## config.mk

```make
export PLATFORM = sky130hd
export DESIGN_NAME = nbs_host_flat
export DESIGN_NICKNAME = d
export VERILOG_FILES = /design/src/design/nbs_pkg.sv /design/src/design/nbs_if.sv /design/src/design/nbs_host.sv /design/src/flat_wrapper.sv
export SDC_FILE = /design/constraint.sdc
export NUM_CORES = 1
export LEC_CHECK = 0
export BUFFER_PORTS_ARGS = -buffer_cell sky130_fd_sc_hd__buf_4
export CAP_MARGIN = 15
export CORE_UTILIZATION = 30
export CTS_CLUSTER_DIAMETER = 50
export DETAILED_ROUTE_END_ITERATION = 8
export GPL_ROUTABILITY_DRIVEN = 0
export PLACE_DENSITY = 0.6
export SLEW_MARGIN = 20
export SYNTH_ARGS = -nofsm -noshare
export SYNTH_HDL_FRONTEND = slang
export SYNTH_SLANG_ARGS = --single-unit
export TNS_END_PERCENT = 1
```

## constraint.sdc

```tcl
create_clock -name CORE_CLK -period 2.1 [get_ports CORE_CLK]
set_input_delay 0.315 -clock CORE_CLK [delete_from_list [all_inputs] [get_ports CORE_CLK]]
set_output_delay 0.315 -clock CORE_CLK [all_outputs]
set_load 0.02 [all_outputs]
```

## src/design/nbs_pkg.sv

```systemverilog
// Purpose: shared constants for the non-blocking flash system-call sequencer
// Assumes: one clock CORE_CLK at 125 MHz, synchronous active-low reset
// Notes: both ends import this package
// How it works
// - program-row: key2 DB, row 31:16, opcode 0008
// - resume: key2 DC, opcode 0009 with request
// - argument holds SRAM address; key1 B6 there
// - resume ignores parameter bits 31:16
// - program row runs exactly one phase
// - caller resumes once after program row
// - caller resumes thrice after write row
// - each resume starts the next phase, or ends the call after the last
// - only resume accepted while phases outstanding
// - caller loads page latch before programming
// - caller issues requests only from SRAM
// - SRAM access never stalled during phase
// - status word overwrites argument; success 0xA
// - interrupt after every completed phase
// - non-resume while pending returns F0000008
// - resume during running phase returns F0000009
package nbs_pkg;
  localparam logic [7:0] KEY1 = 8'hB6;
  localparam logic [7:0] KEY2_WRITE = 8'hDA;
  localparam logic [7:0] KEY2_PROG = 8'hDB;
  localparam logic [7:0] KEY2_RESUME = 8'hDC;
  localparam logic [15:0] OP_WRITE_ROW = 16'h0007;
  localparam logic [15:0] OP_PROG_ROW = 16'h0008;
  localparam logic [15:0] OP_RESUME = 16'h0009;
  localparam int REQ_BIT = 31;
  localparam logic [31:0] ST_OK = 32'hA000_0000;
  localparam logic [31:0] ST_RESUME_DONE = 32'hF000_0007;
  localparam logic [31:0] ST_PENDING = 32'hF000_0008;
  localparam logic [31:0] ST_BUSY = 32'hF000_0009;
  localparam logic [31:0] ST_BAD_OP = 32'hF000_000B;
  localparam logic [31:0] ST_KEY_MISMATCH = 32'hF000_000C;
  localparam logic [1:0] PHASES_WRITE = 2'h3;
  localparam logic [1:0] PHASES_PROG = 2'h1;
  localparam int PHASE_CYCLES = 64;
  // host-side software registers
  localparam logic [3:0] HA_CMD = 4'h0;
  localparam logic [3:0] HA_PARAM = 4'h1;
  localparam logic [3:0] HA_STATUS = 4'h2;
  localparam logic [3:0] HA_IRQ_STAT = 4'h3;
  localparam logic [3:0] HA_IRQ_MASK = 4'h4;
  localparam logic [3:0] HA_RESULT = 4'h5;
  localparam logic [31:0] SRAM_PARAM_ADDR = 32'h2000_0000;
endpackage

```

## src/design/nbs_if.sv

```systemverilog
`timescale 1ns/10ps
// Purpose: link between processor end and sequencer end
// Assumes: single clock domain
// Notes: register writes take one cycle; reads return next cycle
interface nbs_if;
  logic arg_we;
  logic req_we;
  logic arg_re;
  logic [31:0] wdata;
  logic [31:0] arg_rdata;
  logic [31:0] param_addr;
  logic [31:0] param_data;
  logic busy;
  logic phase_irq;
  modport device (input arg_we, req_we, arg_re, wdata, param_data,
    output arg_rdata, param_addr, busy, phase_irq);
  modport host (output arg_we, req_we, arg_re, wdata, param_data,
    input arg_rdata, param_addr, busy, phase_irq);
endinterface

```

## src/design/nbs_host.sv

```systemverilog
`timescale 1ns/10ps
// Purpose: processor end: issues a non-blocking call and its resumes
// Assumes: page latch already loaded and code runs from SRAM
// Notes: resumes fire from the phase interrupt, so no resume can be early
module nbs_host (
  // system
  input wire logic CORE_CLK,
  input wire logic NRST,
  // software port
  input wire logic [3:0] ADDR,
  input wire logic [31:0] WDATA,
  input wire logic WR,
  input wire logic RD,
  output logic [31:0] RDATA,
  output logic IRQ,
  // link
  nbs_if.host LNK
);
  import nbs_pkg::*;
  typedef enum logic [3:0] {
    H_IDLE = 4'b0001, H_ARG = 4'b0010, H_REQ = 4'b0100, H_WAIT = 4'b1000
  } nbs_host_e;
  typedef struct packed {
    nbs_host_e st;
    logic res;
    logic prog;
    logic [15:0] row;
    logic [1:0] need;
    logic [31:0] result;
    logic [1:0] stat;
    logic [1:0] mask;
    logic [31:0] rdata;
  } nbs_host_s;
  nbs_host_s r_q, r_d;
  always_comb begin
    r_d = r_q;
    r_d.rdata = 32'h0000_0000;
    if (WR && ADDR == HA_PARAM) begin
      r_d.row = WDATA[31:16];
    end
    if (WR && ADDR == HA_IRQ_MASK) begin
      r_d.mask = WDATA[1:0];
    end
    if (WR && ADDR == HA_CMD && r_q.st == H_IDLE) begin
      r_d.prog = WDATA[0];
      r_d.need = WDATA[0] ? PHASES_PROG : PHASES_WRITE;
      r_d.res = 1'b0;
      r_d.st = H_ARG; // page latch loaded beforehand by software
    end
    unique case (r_q.st)
      H_IDLE: ;
      H_ARG: r_d.st = H_REQ;
      H_REQ: r_d.st = H_WAIT;
      H_WAIT: begin
        if (LNK.phase_irq) begin
          r_d.need = r_q.need - 2'h1;
          r_d.res = 1'b1;
          r_d.st = H_ARG;
        end else if (!LNK.busy) begin
          r_d.result = LNK.arg_rdata;
          r_d.stat[0] = 1'b1;
          r_d.st = H_IDLE;
        end
      end
      default: r_d.st = H_IDLE;
    endcase
    if (RD) begin
      unique case (ADDR)
        HA_STATUS: r_d.rdata = {28'h0000000, r_q.need, r_q.prog, r_q.st != H_IDLE};
        HA_IRQ_STAT: r_d.rdata = {30'h0, r_q.stat};
        HA_IRQ_MASK: r_d.rdata = {30'h0, r_q.mask};
        HA_RESULT: r_d.rdata = r_q.result;
        HA_PARAM: r_d.rdata = {r_q.row, 16'h0000};
        default: r_d.rdata = 32'h0000_0000;
      endcase
      if (ADDR == HA_IRQ_STAT) begin
        r_d.stat = 2'b00;
      end
    end
    // a set in the same cycle as the clearing read wins
    if (r_q.st == H_WAIT && LNK.phase_irq) begin
      r_d.stat[1] = 1'b1;
    end
    if (r_q.st == H_WAIT && !LNK.phase_irq && !LNK.busy) begin
      r_d.stat[0] = 1'b1;
    end
  end
  always_ff @(posedge CORE_CLK) begin
    if (!NRST) begin
      r_q <= '{st: H_IDLE, res: 1'b0, prog: 1'b0, row: 16'h0000, need: 2'h0,
        result: 32'h0000_0000, stat: 2'b00, mask: 2'b00, rdata: 32'h0000_0000};
    end else begin
      r_q <= r_d;
    end
  end
  assign LNK.arg_we = r_q.st == H_ARG;
  assign LNK.req_we = r_q.st == H_REQ;
  assign LNK.arg_re = 1'b0;
  assign LNK.wdata = (r_q.st == H_ARG) ? SRAM_PARAM_ADDR
    : {16'h8000, r_q.res ? OP_RESUME : (r_q.prog ? OP_PROG_ROW : OP_WRITE_ROW)};
  // parameter word built from host registers whatever param_addr holds
  assign LNK.param_data = r_q.res ? {16'h0000, KEY2_RESUME, KEY1}
    : {r_q.row, r_q.prog ? KEY2_PROG : KEY2_WRITE, KEY1};
  assign RDATA = r_q.rdata;
  assign IRQ = |(r_q.stat & r_q.mask);
endmodule

```

## src/flat_wrapper.sv

```systemverilog
// flat-port wrapper written by rule: the top's interface ports become plain ports
module nbs_host_flat import nbs_pkg::*;
  (CORE_CLK, NRST, ADDR, WDATA, WR, RD, RDATA, IRQ, LNK_arg_we, LNK_req_we, LNK_arg_re, LNK_wdata, LNK_param_data, LNK_arg_rdata, LNK_param_addr, LNK_busy, LNK_phase_irq);
  nbs_if LNK_i ();
  input wire logic CORE_CLK;
  input wire logic NRST;
  input wire logic [3:0] ADDR;
  input wire logic [31:0] WDATA;
  input wire logic WR;
  input wire logic RD;
  output logic [31:0] RDATA;
  output logic IRQ;
  output wire logic [$bits(LNK_i.arg_we)-1:0] LNK_arg_we;
  output wire logic [$bits(LNK_i.req_we)-1:0] LNK_req_we;
  output wire logic [$bits(LNK_i.arg_re)-1:0] LNK_arg_re;
  output wire logic [$bits(LNK_i.wdata)-1:0] LNK_wdata;
  output wire logic [$bits(LNK_i.param_data)-1:0] LNK_param_data;
  input wire logic [$bits(LNK_i.arg_rdata)-1:0] LNK_arg_rdata;
  input wire logic [$bits(LNK_i.param_addr)-1:0] LNK_param_addr;
  input wire logic [$bits(LNK_i.busy)-1:0] LNK_busy;
  input wire logic [$bits(LNK_i.phase_irq)-1:0] LNK_phase_irq;
  assign LNK_arg_we = LNK_i.arg_we;
  assign LNK_req_we = LNK_i.req_we;
  assign LNK_arg_re = LNK_i.arg_re;
  assign LNK_wdata = LNK_i.wdata;
  assign LNK_param_data = LNK_i.param_data;
  assign LNK_i.arg_rdata = LNK_arg_rdata;
  assign LNK_i.param_addr = LNK_param_addr;
  assign LNK_i.busy = LNK_busy;
  assign LNK_i.phase_irq = LNK_phase_irq;
  nbs_host u_core (.CORE_CLK(CORE_CLK), .NRST(NRST), .ADDR(ADDR), .WDATA(WDATA), .WR(WR), .RD(RD), .RDATA(RDATA), .IRQ(IRQ), .LNK(LNK_i));
endmodule
```

==> results of run 1 <==
==> cell usage in the layout (no fill, tap or decap), types with 2 or more instances in the layout <==
cell,synthesis,final
a222oi_1,2,2
nand3_1,6,6
and2_1,14,14
dfxtp_1,92,92
a21boi_0,12,12
conb_1,2,40
nor3_1,3,3
inv_1,6,6
nor2b_1,23,23
a21boi_2,29,29
nor4b_4,1,2
mux2_2,2,2
clkbuf_16,0,9
a21boi_1,11,11
a21oi_1,4,4
buf_4,76,129
nor2_1,28,28
a211o_1,2,2
nand2_1,74,74
nand2_2,30,30
o21ai_0,2,2
a22oi_1,18,18
==> flip-flops by register name, indices dropped and copies added (netlist names) <==
name	cells
u_core.r_q	60
u_core.RDATA	32
==> metal layers <==
metal  track usage, %  up-vias  wire length, microns
met3             3.16        7                   455
met1             16.0     1544                  4300
li1                 -     1607                     -
met2             22.6      109                  4920
met4             4.34        0                   109
met5                0        -                     0
==> critical path: cells and delay by family (launching register included) <==
kind,cells,cell delay [ps]
AO/OA/AOI/OAI,1,60
flip-flops,1,370
AND/OR/NAND/NOR,3,1230
==> logic make-up after synthesis <==
group,after synthesis,share of synthesized area [%]
DFF,92,42.1
other,2,0.172
muxes,3,0.744
and+or+nand+nor,190,22.7
AOI/OAI and AO/OA,85,17.0
buffers and inverters,106,17.2
==> per-stage QoR <==
step,cell area [sq um],utilization [%]
final,5300,37.7
after global routing,5300,37.7
after CTS,5290,37.6
after detailed placement,4980,35.4
after global placement,4980,35.4
after floorplan,4510,-
==> repair_timing <==
item                                    CTS  global route
hold buffers                              0             0
endpoints found under the setup margin    0             5
gates resized for setup                   0             1
hold endpoints to repair                  0             0
==> power by group through the flow <==
stage / registers (uW) / logic, uW / clock network [uW]
floorplan: 1790 / 195 / 0
global route: 1760 / 280 / 1800
CTS: 1760 / 263 / 1720
global placement: 1800 / 261 / 0
detailed placement: 1800 / 262 / 0
finish: 1760 / 262 / 1680
==> final cells by class <==
| type | count | area share (%) |
|---|---|---|
| inverters | 6 | 0.425 |
| clock inverters | 6 | 1.35 |
| well taps | 180 | 4.25 |
| multi-input cells | 318 | 36.4 |
| repair buffers | 129 | 18.3 |
| clock buffers | 10 | 4.51 |
| flip-flops and latches | 92 | 34.8 |
==> how the worst max path moves through the flow <==
| stage | to | slack [ps] |
|---|---|---|
| global route | LNK_wdata[31] | 160 |
| detailed placement | u_core.r_q[59] | 320 |
| floorplan | LNK_wdata[2] | 220 |
| CTS | LNK_wdata[31] | 90 |
| finish | u_core.r_q[59] | 310 |
| global placement | u_core.r_q[39] | 360 |
==> metrics.txt, run 1 <==
# TYPE chip_impl_metric gauge
chip_impl_info{name="run_status",value="completed"} 1
chip_impl_metric{name="die_h",unit="microns"} 123
chip_impl_metric{name="worst_skew_pair.late_latency",unit="ps"} 340
chip_impl_info{name="cts.root.buffer_cell",value="clkbuf_16"} 1
chip_impl_metric{name="synth_enable_flop_cells",unit=""} 0
chip_impl_info{name="setup.worst_path.class",value="reg -> reg"} 1
chip_impl_info{name="cts_tree",value="built"} 1
chip_impl_metric{name="route.detailed.drc",unit=""} 0
chip_impl_metric{name="worstPathMaxFanout",unit=""} 32
chip_impl_info{name="yosys-top-cells-area",value="dfxtp_1, buf_4, a21boi_2"} 1
chip_impl_metric{name="dp_cells",unit=""} 725
chip_impl_metric{name="highest_ir_drop_seen_on_vdd",unit="mV"} 0.355
chip_impl_info{name="cell_type_with_the_largest_total_area_after_synthesis",value="dfxtp_1"} 1
chip_impl_metric{name="fp.dieArea",unit="sq mm"} 0.0151
chip_impl_metric{name="rows",unit=""} 43
chip_impl_metric{name="htree_num_levels",unit=""} 3
chip_impl_metric{name="worst_ep_required_time",unit="ps"} 2330
chip_impl_info{name="endpoint_worst_hold",value="u_core.r_q[82]"} 1
chip_impl_metric{name="fin_cells",unit=""} 741
chip_impl_metric{name="postSynthAreaPerCell",unit="sq um"} 9.14
chip_impl_info{name="critical_path.endpoint_type",value="register"} 1
chip_impl_metric{name="timing.final.ws_setup",unit="ps"} 308
chip_impl_metric{name="asyncSetResetFlopFracSynth",unit="%"} 0
chip_impl_metric{name="hold_path_depth",unit=""} 3
chip_impl_metric{name="core_region_area",unit="sq mm"} 0.0140
chip_impl_metric{name="synth_sequential_area_ratio",unit="%"} 42.1
chip_impl_metric{name="timing.reg2reg.setup_slack",unit="ps"} 310
chip_impl_metric{name="first_global_vias",unit=""} 3106
chip_impl_metric{name="synth_warnings",unit=""} 0
chip_impl_info{name="critical_path.startpoint_type",value="register"} 1
chip_impl_metric{name="nNetsFinal",unit=""} 662
chip_impl_info{name="timing.critical_path.cells",value="or2_4, or4_4, nand2_2, a21boi_2"} 1
chip_impl_metric{name="dp_worst_setup_slack",unit="ps"} 322
chip_impl_metric{name="synthToLayoutAreaGrowth",unit="%"} 21.2
chip_impl_metric{name="wire_per_inst",unit="microns"} 13.2
chip_impl_metric{name="drt_first_iter_violations",unit=""} 178
chip_impl_metric{name="max_slew.worst_pin.slew",unit="ps"} 678
chip_impl_metric{name="comb_power_share",unit="%"} 7.1
chip_impl_metric{name="total_track_usage",unit="%"} 13.2
chip_impl_metric{name="i_o_buffers",unit=""} 119
chip_impl_metric{name="regArea",unit="sq mm"} 0.00184
chip_impl_info{name="unrepaired_setup_endpoints_after_global_routing",value="false"} 1
chip_impl_metric{name="slowest_stage_delay_cp",unit="ps"} 770
chip_impl_metric{name="dp_hpwl",unit="mm"} 7.12
chip_impl_metric{name="report.final.setup_viol",unit=""} 0
chip_impl_metric{name="reg2regPathDepth",unit=""} 4
chip_impl_info{name="critical-path-slowest-cell",value="or4_4"} 1
chip_impl_metric{name="fin_hold_ws",unit="ps"} 215
chip_impl_metric{name="timing.final.hold_violations",unit=""} 0
chip_impl_metric{name="period_share",unit="%"} 85.3
chip_impl_metric{name="setup_total_negative_slack",unit="ps"} 0
chip_impl_info{name="timing.rr.start",value="u_core.r_q[88]"} 1
chip_impl_info{name="min_from",value="WDATA[28]"} 1
chip_impl_metric{name="nFillCells",unit=""} 1440
chip_impl_info{name="yosysMostFrequentCell",value="dfxtp_1"} 1
chip_impl_metric{name="power.share.clock",unit="%"} 45.4
chip_impl_metric{name="post-cts-setup-buffers",unit=""} 0
chip_impl_metric{name="wl",unit="mm"} 9.78
chip_impl_metric{name="clock_sink_count",unit=""} 92
chip_impl_metric{name="chipWidth",unit="microns"} 123
chip_impl_metric{name="powerDensity",unit="mW/mm^2"} 698
chip_impl_info{name="regToRegEndpoint",value="u_core.r_q[59]"} 1
chip_impl_metric{name="switching_power",unit="uW"} 862
chip_impl_metric{name="multiInputGateArea",unit="sq mm"} 0.00193
chip_impl_metric{name="clkSlewWorstSetupHoldPaths",unit="ps"} 70
chip_impl_metric{name="detail-route-antenna-nets",unit=""} 0
chip_impl_metric{name="number_of_vias_per_cell_after_detailed_routing",unit=""} 4.41
chip_impl_metric{name="worstPathArrival",unit="ps"} 2020
chip_impl_metric{name="fin_skew",unit="ps"} 6.48
chip_impl_metric{name="drv_cap",unit=""} 0
chip_impl_metric{name="period_needed",unit="ps"} 1790
chip_impl_metric{name="p_sw_share",unit="%"} 23.3
chip_impl_metric{name="netlist-cell-type-count",unit=""} 41
chip_impl_metric{name="netlist_instances",unit=""} 478
chip_impl_metric{name="p_seq_share",unit="%"} 47.5
chip_impl_metric{name="drt_pass1_iterations",unit=""} 7
chip_impl_metric{name="netlist_area",unit="sq mm"} 0.00437
chip_impl_info{name="ys.flop_type",value="dfxtp_1"} 1
chip_impl_info{name="yosys-top-cells-count",value="dfxtp_1, buf_4, nand2_1"} 1
chip_impl_metric{name="routed-via-count",unit=""} 3267
chip_impl_metric{name="antenna_found_initial",unit=""} 0
chip_impl_metric{name="internal_power",unit="uW"} 2830
chip_impl_metric{name="final_layout_size_suffix_gt1_share",unit="%"} 38.0
chip_impl_metric{name="ctsLongestPathBuffers",unit=""} 2
chip_impl_metric{name="netlist.area_leader.share",unit="%"} 42.1
chip_impl_metric{name="pin_count",unit=""} 206
chip_impl_metric{name="maxClockFrequency",unit="MHz"} 558
chip_impl_metric{name="diodes_inserted",unit=""} 0
chip_impl_metric{name="tritoncts.num_buffers",unit=""} 9
chip_impl_metric{name="leakagePower",unit="uW"} 0.00213
chip_impl_metric{name="floorplan.initialDensity",unit="%"} 31.1
chip_impl_metric{name="grt_pass1_wl",unit="mm"} 15.3
chip_impl_metric{name="p_total",unit="uW"} 3690
chip_impl_info{name="hold_path.class",value="in -> reg"} 1
chip_impl_metric{name="worst_slew_margin_rel",unit="%"} 54.7
chip_impl_metric{name="largest_net_degree_at_the_start_of_global_routing",unit=""} 41
chip_impl_metric{name="grt_residual_overflow",unit=""} 0
chip_impl_metric{name="yosys_register_bits",unit=""} 92
chip_impl_metric{name="final_max_slew_viol_count",unit=""} 0
chip_impl_info{name="critical_path.startpoint",value="u_core.r_q[88]"} 1
Note: power is estimated with default switching activity, not from simulation.
==> run 2: changes to the inputs <==
--- a/config.mk
+++ b/config.mk
@@ -12,6 +12,7 @@
 export DETAILED_ROUTE_END_ITERATION = 8
 export GPL_ROUTABILITY_DRIVEN = 0
 export PLACE_DENSITY = 0.6
+export RECOVER_POWER = 50
 export SLEW_MARGIN = 20
 export SYNTH_ARGS = -nofsm -noshare
 export SYNTH_HDL_FRONTEND = slang
==> run 2 against run 1 <==
Worst hold slack improved by 9.6 ps. Design area decreased by 2.8%. Utilization shrank 1.1 points. Die area unchanged. Cell count did not move. Maximum frequency fell by 0.14%. Non-clock buffer count unchanged. Count of clock-buffer cells in the layout stayed put. Register-to-register slack about the same. Combinational power down 2%. Global-route usage is the same. Largest power group unchanged. Clock skew grew 1.8 ps.
==> metrics.txt, run 2 (synthesized netlist as in run 1, its figures left out) <==
# TYPE chip_impl_metric gauge
chip_impl_info{name="run_status",value="completed"} 1
chip_impl_metric{name="tritoncts.num_buffers",unit=""} 9
chip_impl_metric{name="dp_hpwl",unit="mm"} 7.12
chip_impl_metric{name="core_region_area",unit="sq mm"} 0.0140
chip_impl_metric{name="power.share.clock",unit="%"} 45.4
chip_impl_info{name="critical-path-slowest-cell",value="or4_4"} 1
chip_impl_metric{name="slowest_stage_delay_cp",unit="ps"} 770
chip_impl_metric{name="final_layout_size_suffix_gt1_share",unit="%"} 31.4
chip_impl_metric{name="drt_first_iter_violations",unit=""} 159
chip_impl_metric{name="setup_total_negative_slack",unit="ps"} 0
chip_impl_metric{name="drt_pass1_iterations",unit=""} 4
chip_impl_metric{name="routed-via-count",unit=""} 3279
chip_impl_info{name="hold_path.class",value="in -> reg"} 1
chip_impl_info{name="timing.critical_path.cells",value="or2_4, or4_4, nand2_2, a21boi_2"} 1
chip_impl_metric{name="largest_net_degree_at_the_start_of_global_routing",unit=""} 41
chip_impl_metric{name="maxClockFrequency",unit="MHz"} 557
chip_impl_metric{name="chipWidth",unit="microns"} 123
chip_impl_metric{name="clkSlewWorstSetupHoldPaths",unit="ps"} 70
chip_impl_metric{name="leakagePower",unit="uW"} 0.00196
chip_impl_metric{name="internal_power",unit="uW"} 2830
chip_impl_metric{name="powerDensity",unit="mW/mm^2"} 717
chip_impl_metric{name="largest_register_ffs",unit=""} 60
chip_impl_metric{name="detail-route-antenna-nets",unit=""} 0
chip_impl_metric{name="ctsLongestPathBuffers",unit=""} 2
chip_impl_metric{name="report.final.setup_viol",unit=""} 0
chip_impl_metric{name="pin_count",unit=""} 206
chip_impl_metric{name="highest_ir_drop_seen_on_vdd",unit="mV"} 0.354
chip_impl_metric{name="route.detailed.drc",unit=""} 0
chip_impl_metric{name="i_o_buffers",unit=""} 119
chip_impl_metric{name="fin_hold_ws",unit="ps"} 225
chip_impl_metric{name="drv_cap",unit=""} 0
chip_impl_metric{name="wl",unit="mm"} 9.86
chip_impl_metric{name="nFillCells",unit=""} 1472
chip_impl_metric{name="max_slew.worst_pin.slew",unit="ps"} 998
chip_impl_metric{name="final_max_slew_viol_count",unit=""} 0
chip_impl_metric{name="dp_worst_setup_slack",unit="ps"} 322
chip_impl_metric{name="timing.final.hold_violations",unit=""} 0
chip_impl_info{name="cts.root.buffer_cell",value="clkbuf_16"} 1
chip_impl_metric{name="fin_skew",unit="ps"} 8.26
chip_impl_info{name="registers.top_by_ff_count",value="u_core.r_q"} 1
chip_impl_info{name="final_cell_mix",value="buf_4, dfxtp_1, nand2_1"} 1
chip_impl_info{name="mostFrequentLayoutCell",value="buf_4"} 1
chip_impl_metric{name="floorplan.initialDensity",unit="%"} 31.1
chip_impl_metric{name="period_needed",unit="ps"} 1790
chip_impl_metric{name="worst_skew_pair.late_latency",unit="ps"} 340
chip_impl_metric{name="number_of_vias_per_cell_after_detailed_routing",unit=""} 4.43
chip_impl_metric{name="wire_per_inst",unit="microns"} 13.3
chip_impl_metric{name="die_h",unit="microns"} 123
chip_impl_info{name="cts_tree",value="built"} 1
chip_impl_metric{name="cts_hold_repair.buffers",unit=""} 0
chip_impl_metric{name="diodes_inserted",unit=""} 0
chip_impl_metric{name="worst_ep_required_time",unit="ps"} 2330
chip_impl_info{name="critical_path.endpoint_type",value="register"} 1
chip_impl_metric{name="cts_repair_resize_count",unit=""} 0
chip_impl_metric{name="grt_pass1_wl",unit="mm"} 15.3
chip_impl_metric{name="p_seq_share",unit="%"} 47.6
chip_impl_metric{name="comb_power_share",unit="%"} 7.0
chip_impl_metric{name="period_share",unit="%"} 85.4
chip_impl_metric{name="nNetsFinal",unit=""} 662
chip_impl_info{name="critical_path.startpoint_type",value="register"} 1
chip_impl_metric{name="worstPathArrival",unit="ps"} 2030
chip_impl_metric{name="post-cts-setup-buffers",unit=""} 0
chip_impl_metric{name="antenna_found_initial",unit=""} 0
chip_impl_metric{name="htree_num_levels",unit=""} 3
chip_impl_metric{name="clock_sink_count",unit=""} 92
chip_impl_metric{name="grt_residual_overflow",unit=""} 0
chip_impl_metric{name="fp.dieArea",unit="sq mm"} 0.0151
chip_impl_metric{name="total_track_usage",unit="%"} 13.2
chip_impl_info{name="unrepaired_setup_endpoints_after_global_routing",value="false"} 1
chip_impl_metric{name="rows",unit=""} 43
chip_impl_metric{name="first_global_vias",unit=""} 3106
chip_impl_metric{name="timing.final.ws_setup",unit="ps"} 306
chip_impl_info{name="setup.worst_path.class",value="reg -> reg"} 1
chip_impl_metric{name="synthToLayoutAreaGrowth",unit="%"} 17.7
chip_impl_metric{name="switching_power",unit="uW"} 861
chip_impl_metric{name="worst_slew_margin_rel",unit="%"} 33.5
chip_impl_metric{name="p_sw_share",unit="%"} 23.3
chip_impl_metric{name="worstPathMaxFanout",unit=""} 32
run 2: changes by cell type in the layout (fill, tap and decap cells not counted), sizes merged:
cell | previous run | this run
buf | 129 | 93
clkbuf | 10 | 46
run 2: final cells by class:
cell class | count | area (sq um) | area share [%]
multi-input cells | 318 | 1910 | 37.2
flip-flops and latches | 92 | 1840 | 35.8
repair buffers | 129 | 833 | 16.2
clock buffers | 10 | 239 | 4.64
well taps | 180 | 225 | 4.38
clock inverters | 6 | 71.3 | 1.39
inverters | 6 | 22.5 | 0.438
run 2: path summary, 6_finish.rpt:
kind	startpoint	endpoint	slack (ps)	cells after the start
max	u_core.r_q[88]	u_core.r_q[59]	310	4
max reg2reg	u_core.r_q[88]	u_core.r_q[59]	310	4
min	WDATA[28]	u_core.r_q[82]	220	3
min reg2reg	u_core.r_q[40]	u_core.r_q[40]	450	2
run 2: per-layer routing:
metal | wire length [microns] | track usage [%]
met5 | 0 | 0
met4 | 109 | 4.34
met3 | 459 | 3.16
met2 | 4890 | 22.6
met1 | 4400 | 16.0
run 2: critical path: cells and delay by family, from the launching register on:
kind            cells  cell delay (ps)
compound gates      1               60
flops               1              370
simple gates        3             1230
run 2: power by group through the flow:
stage	clock network (uW)	registers (uW)	logic, uW
after global routing	1800	1760	275
final	1680	1760	257
after global placement	0	1800	261
after floorplan	0	1790	195
after CTS	1720	1760	263
after detailed placement	0	1800	262
run 2: through the flow:
stage	total power [uW]	area [sq um]	std cells	util, %
2_1_floorplan	1990	4510	516	-
3_5_place_dp	2060	4980	725	35.4
5_1_grt	3830	5140	741	36.6
4_1_cts	3740	5290	741	37.6
6_report	3690	5140	741	36.6
3_3_place_gp	2060	4980	725	35.4
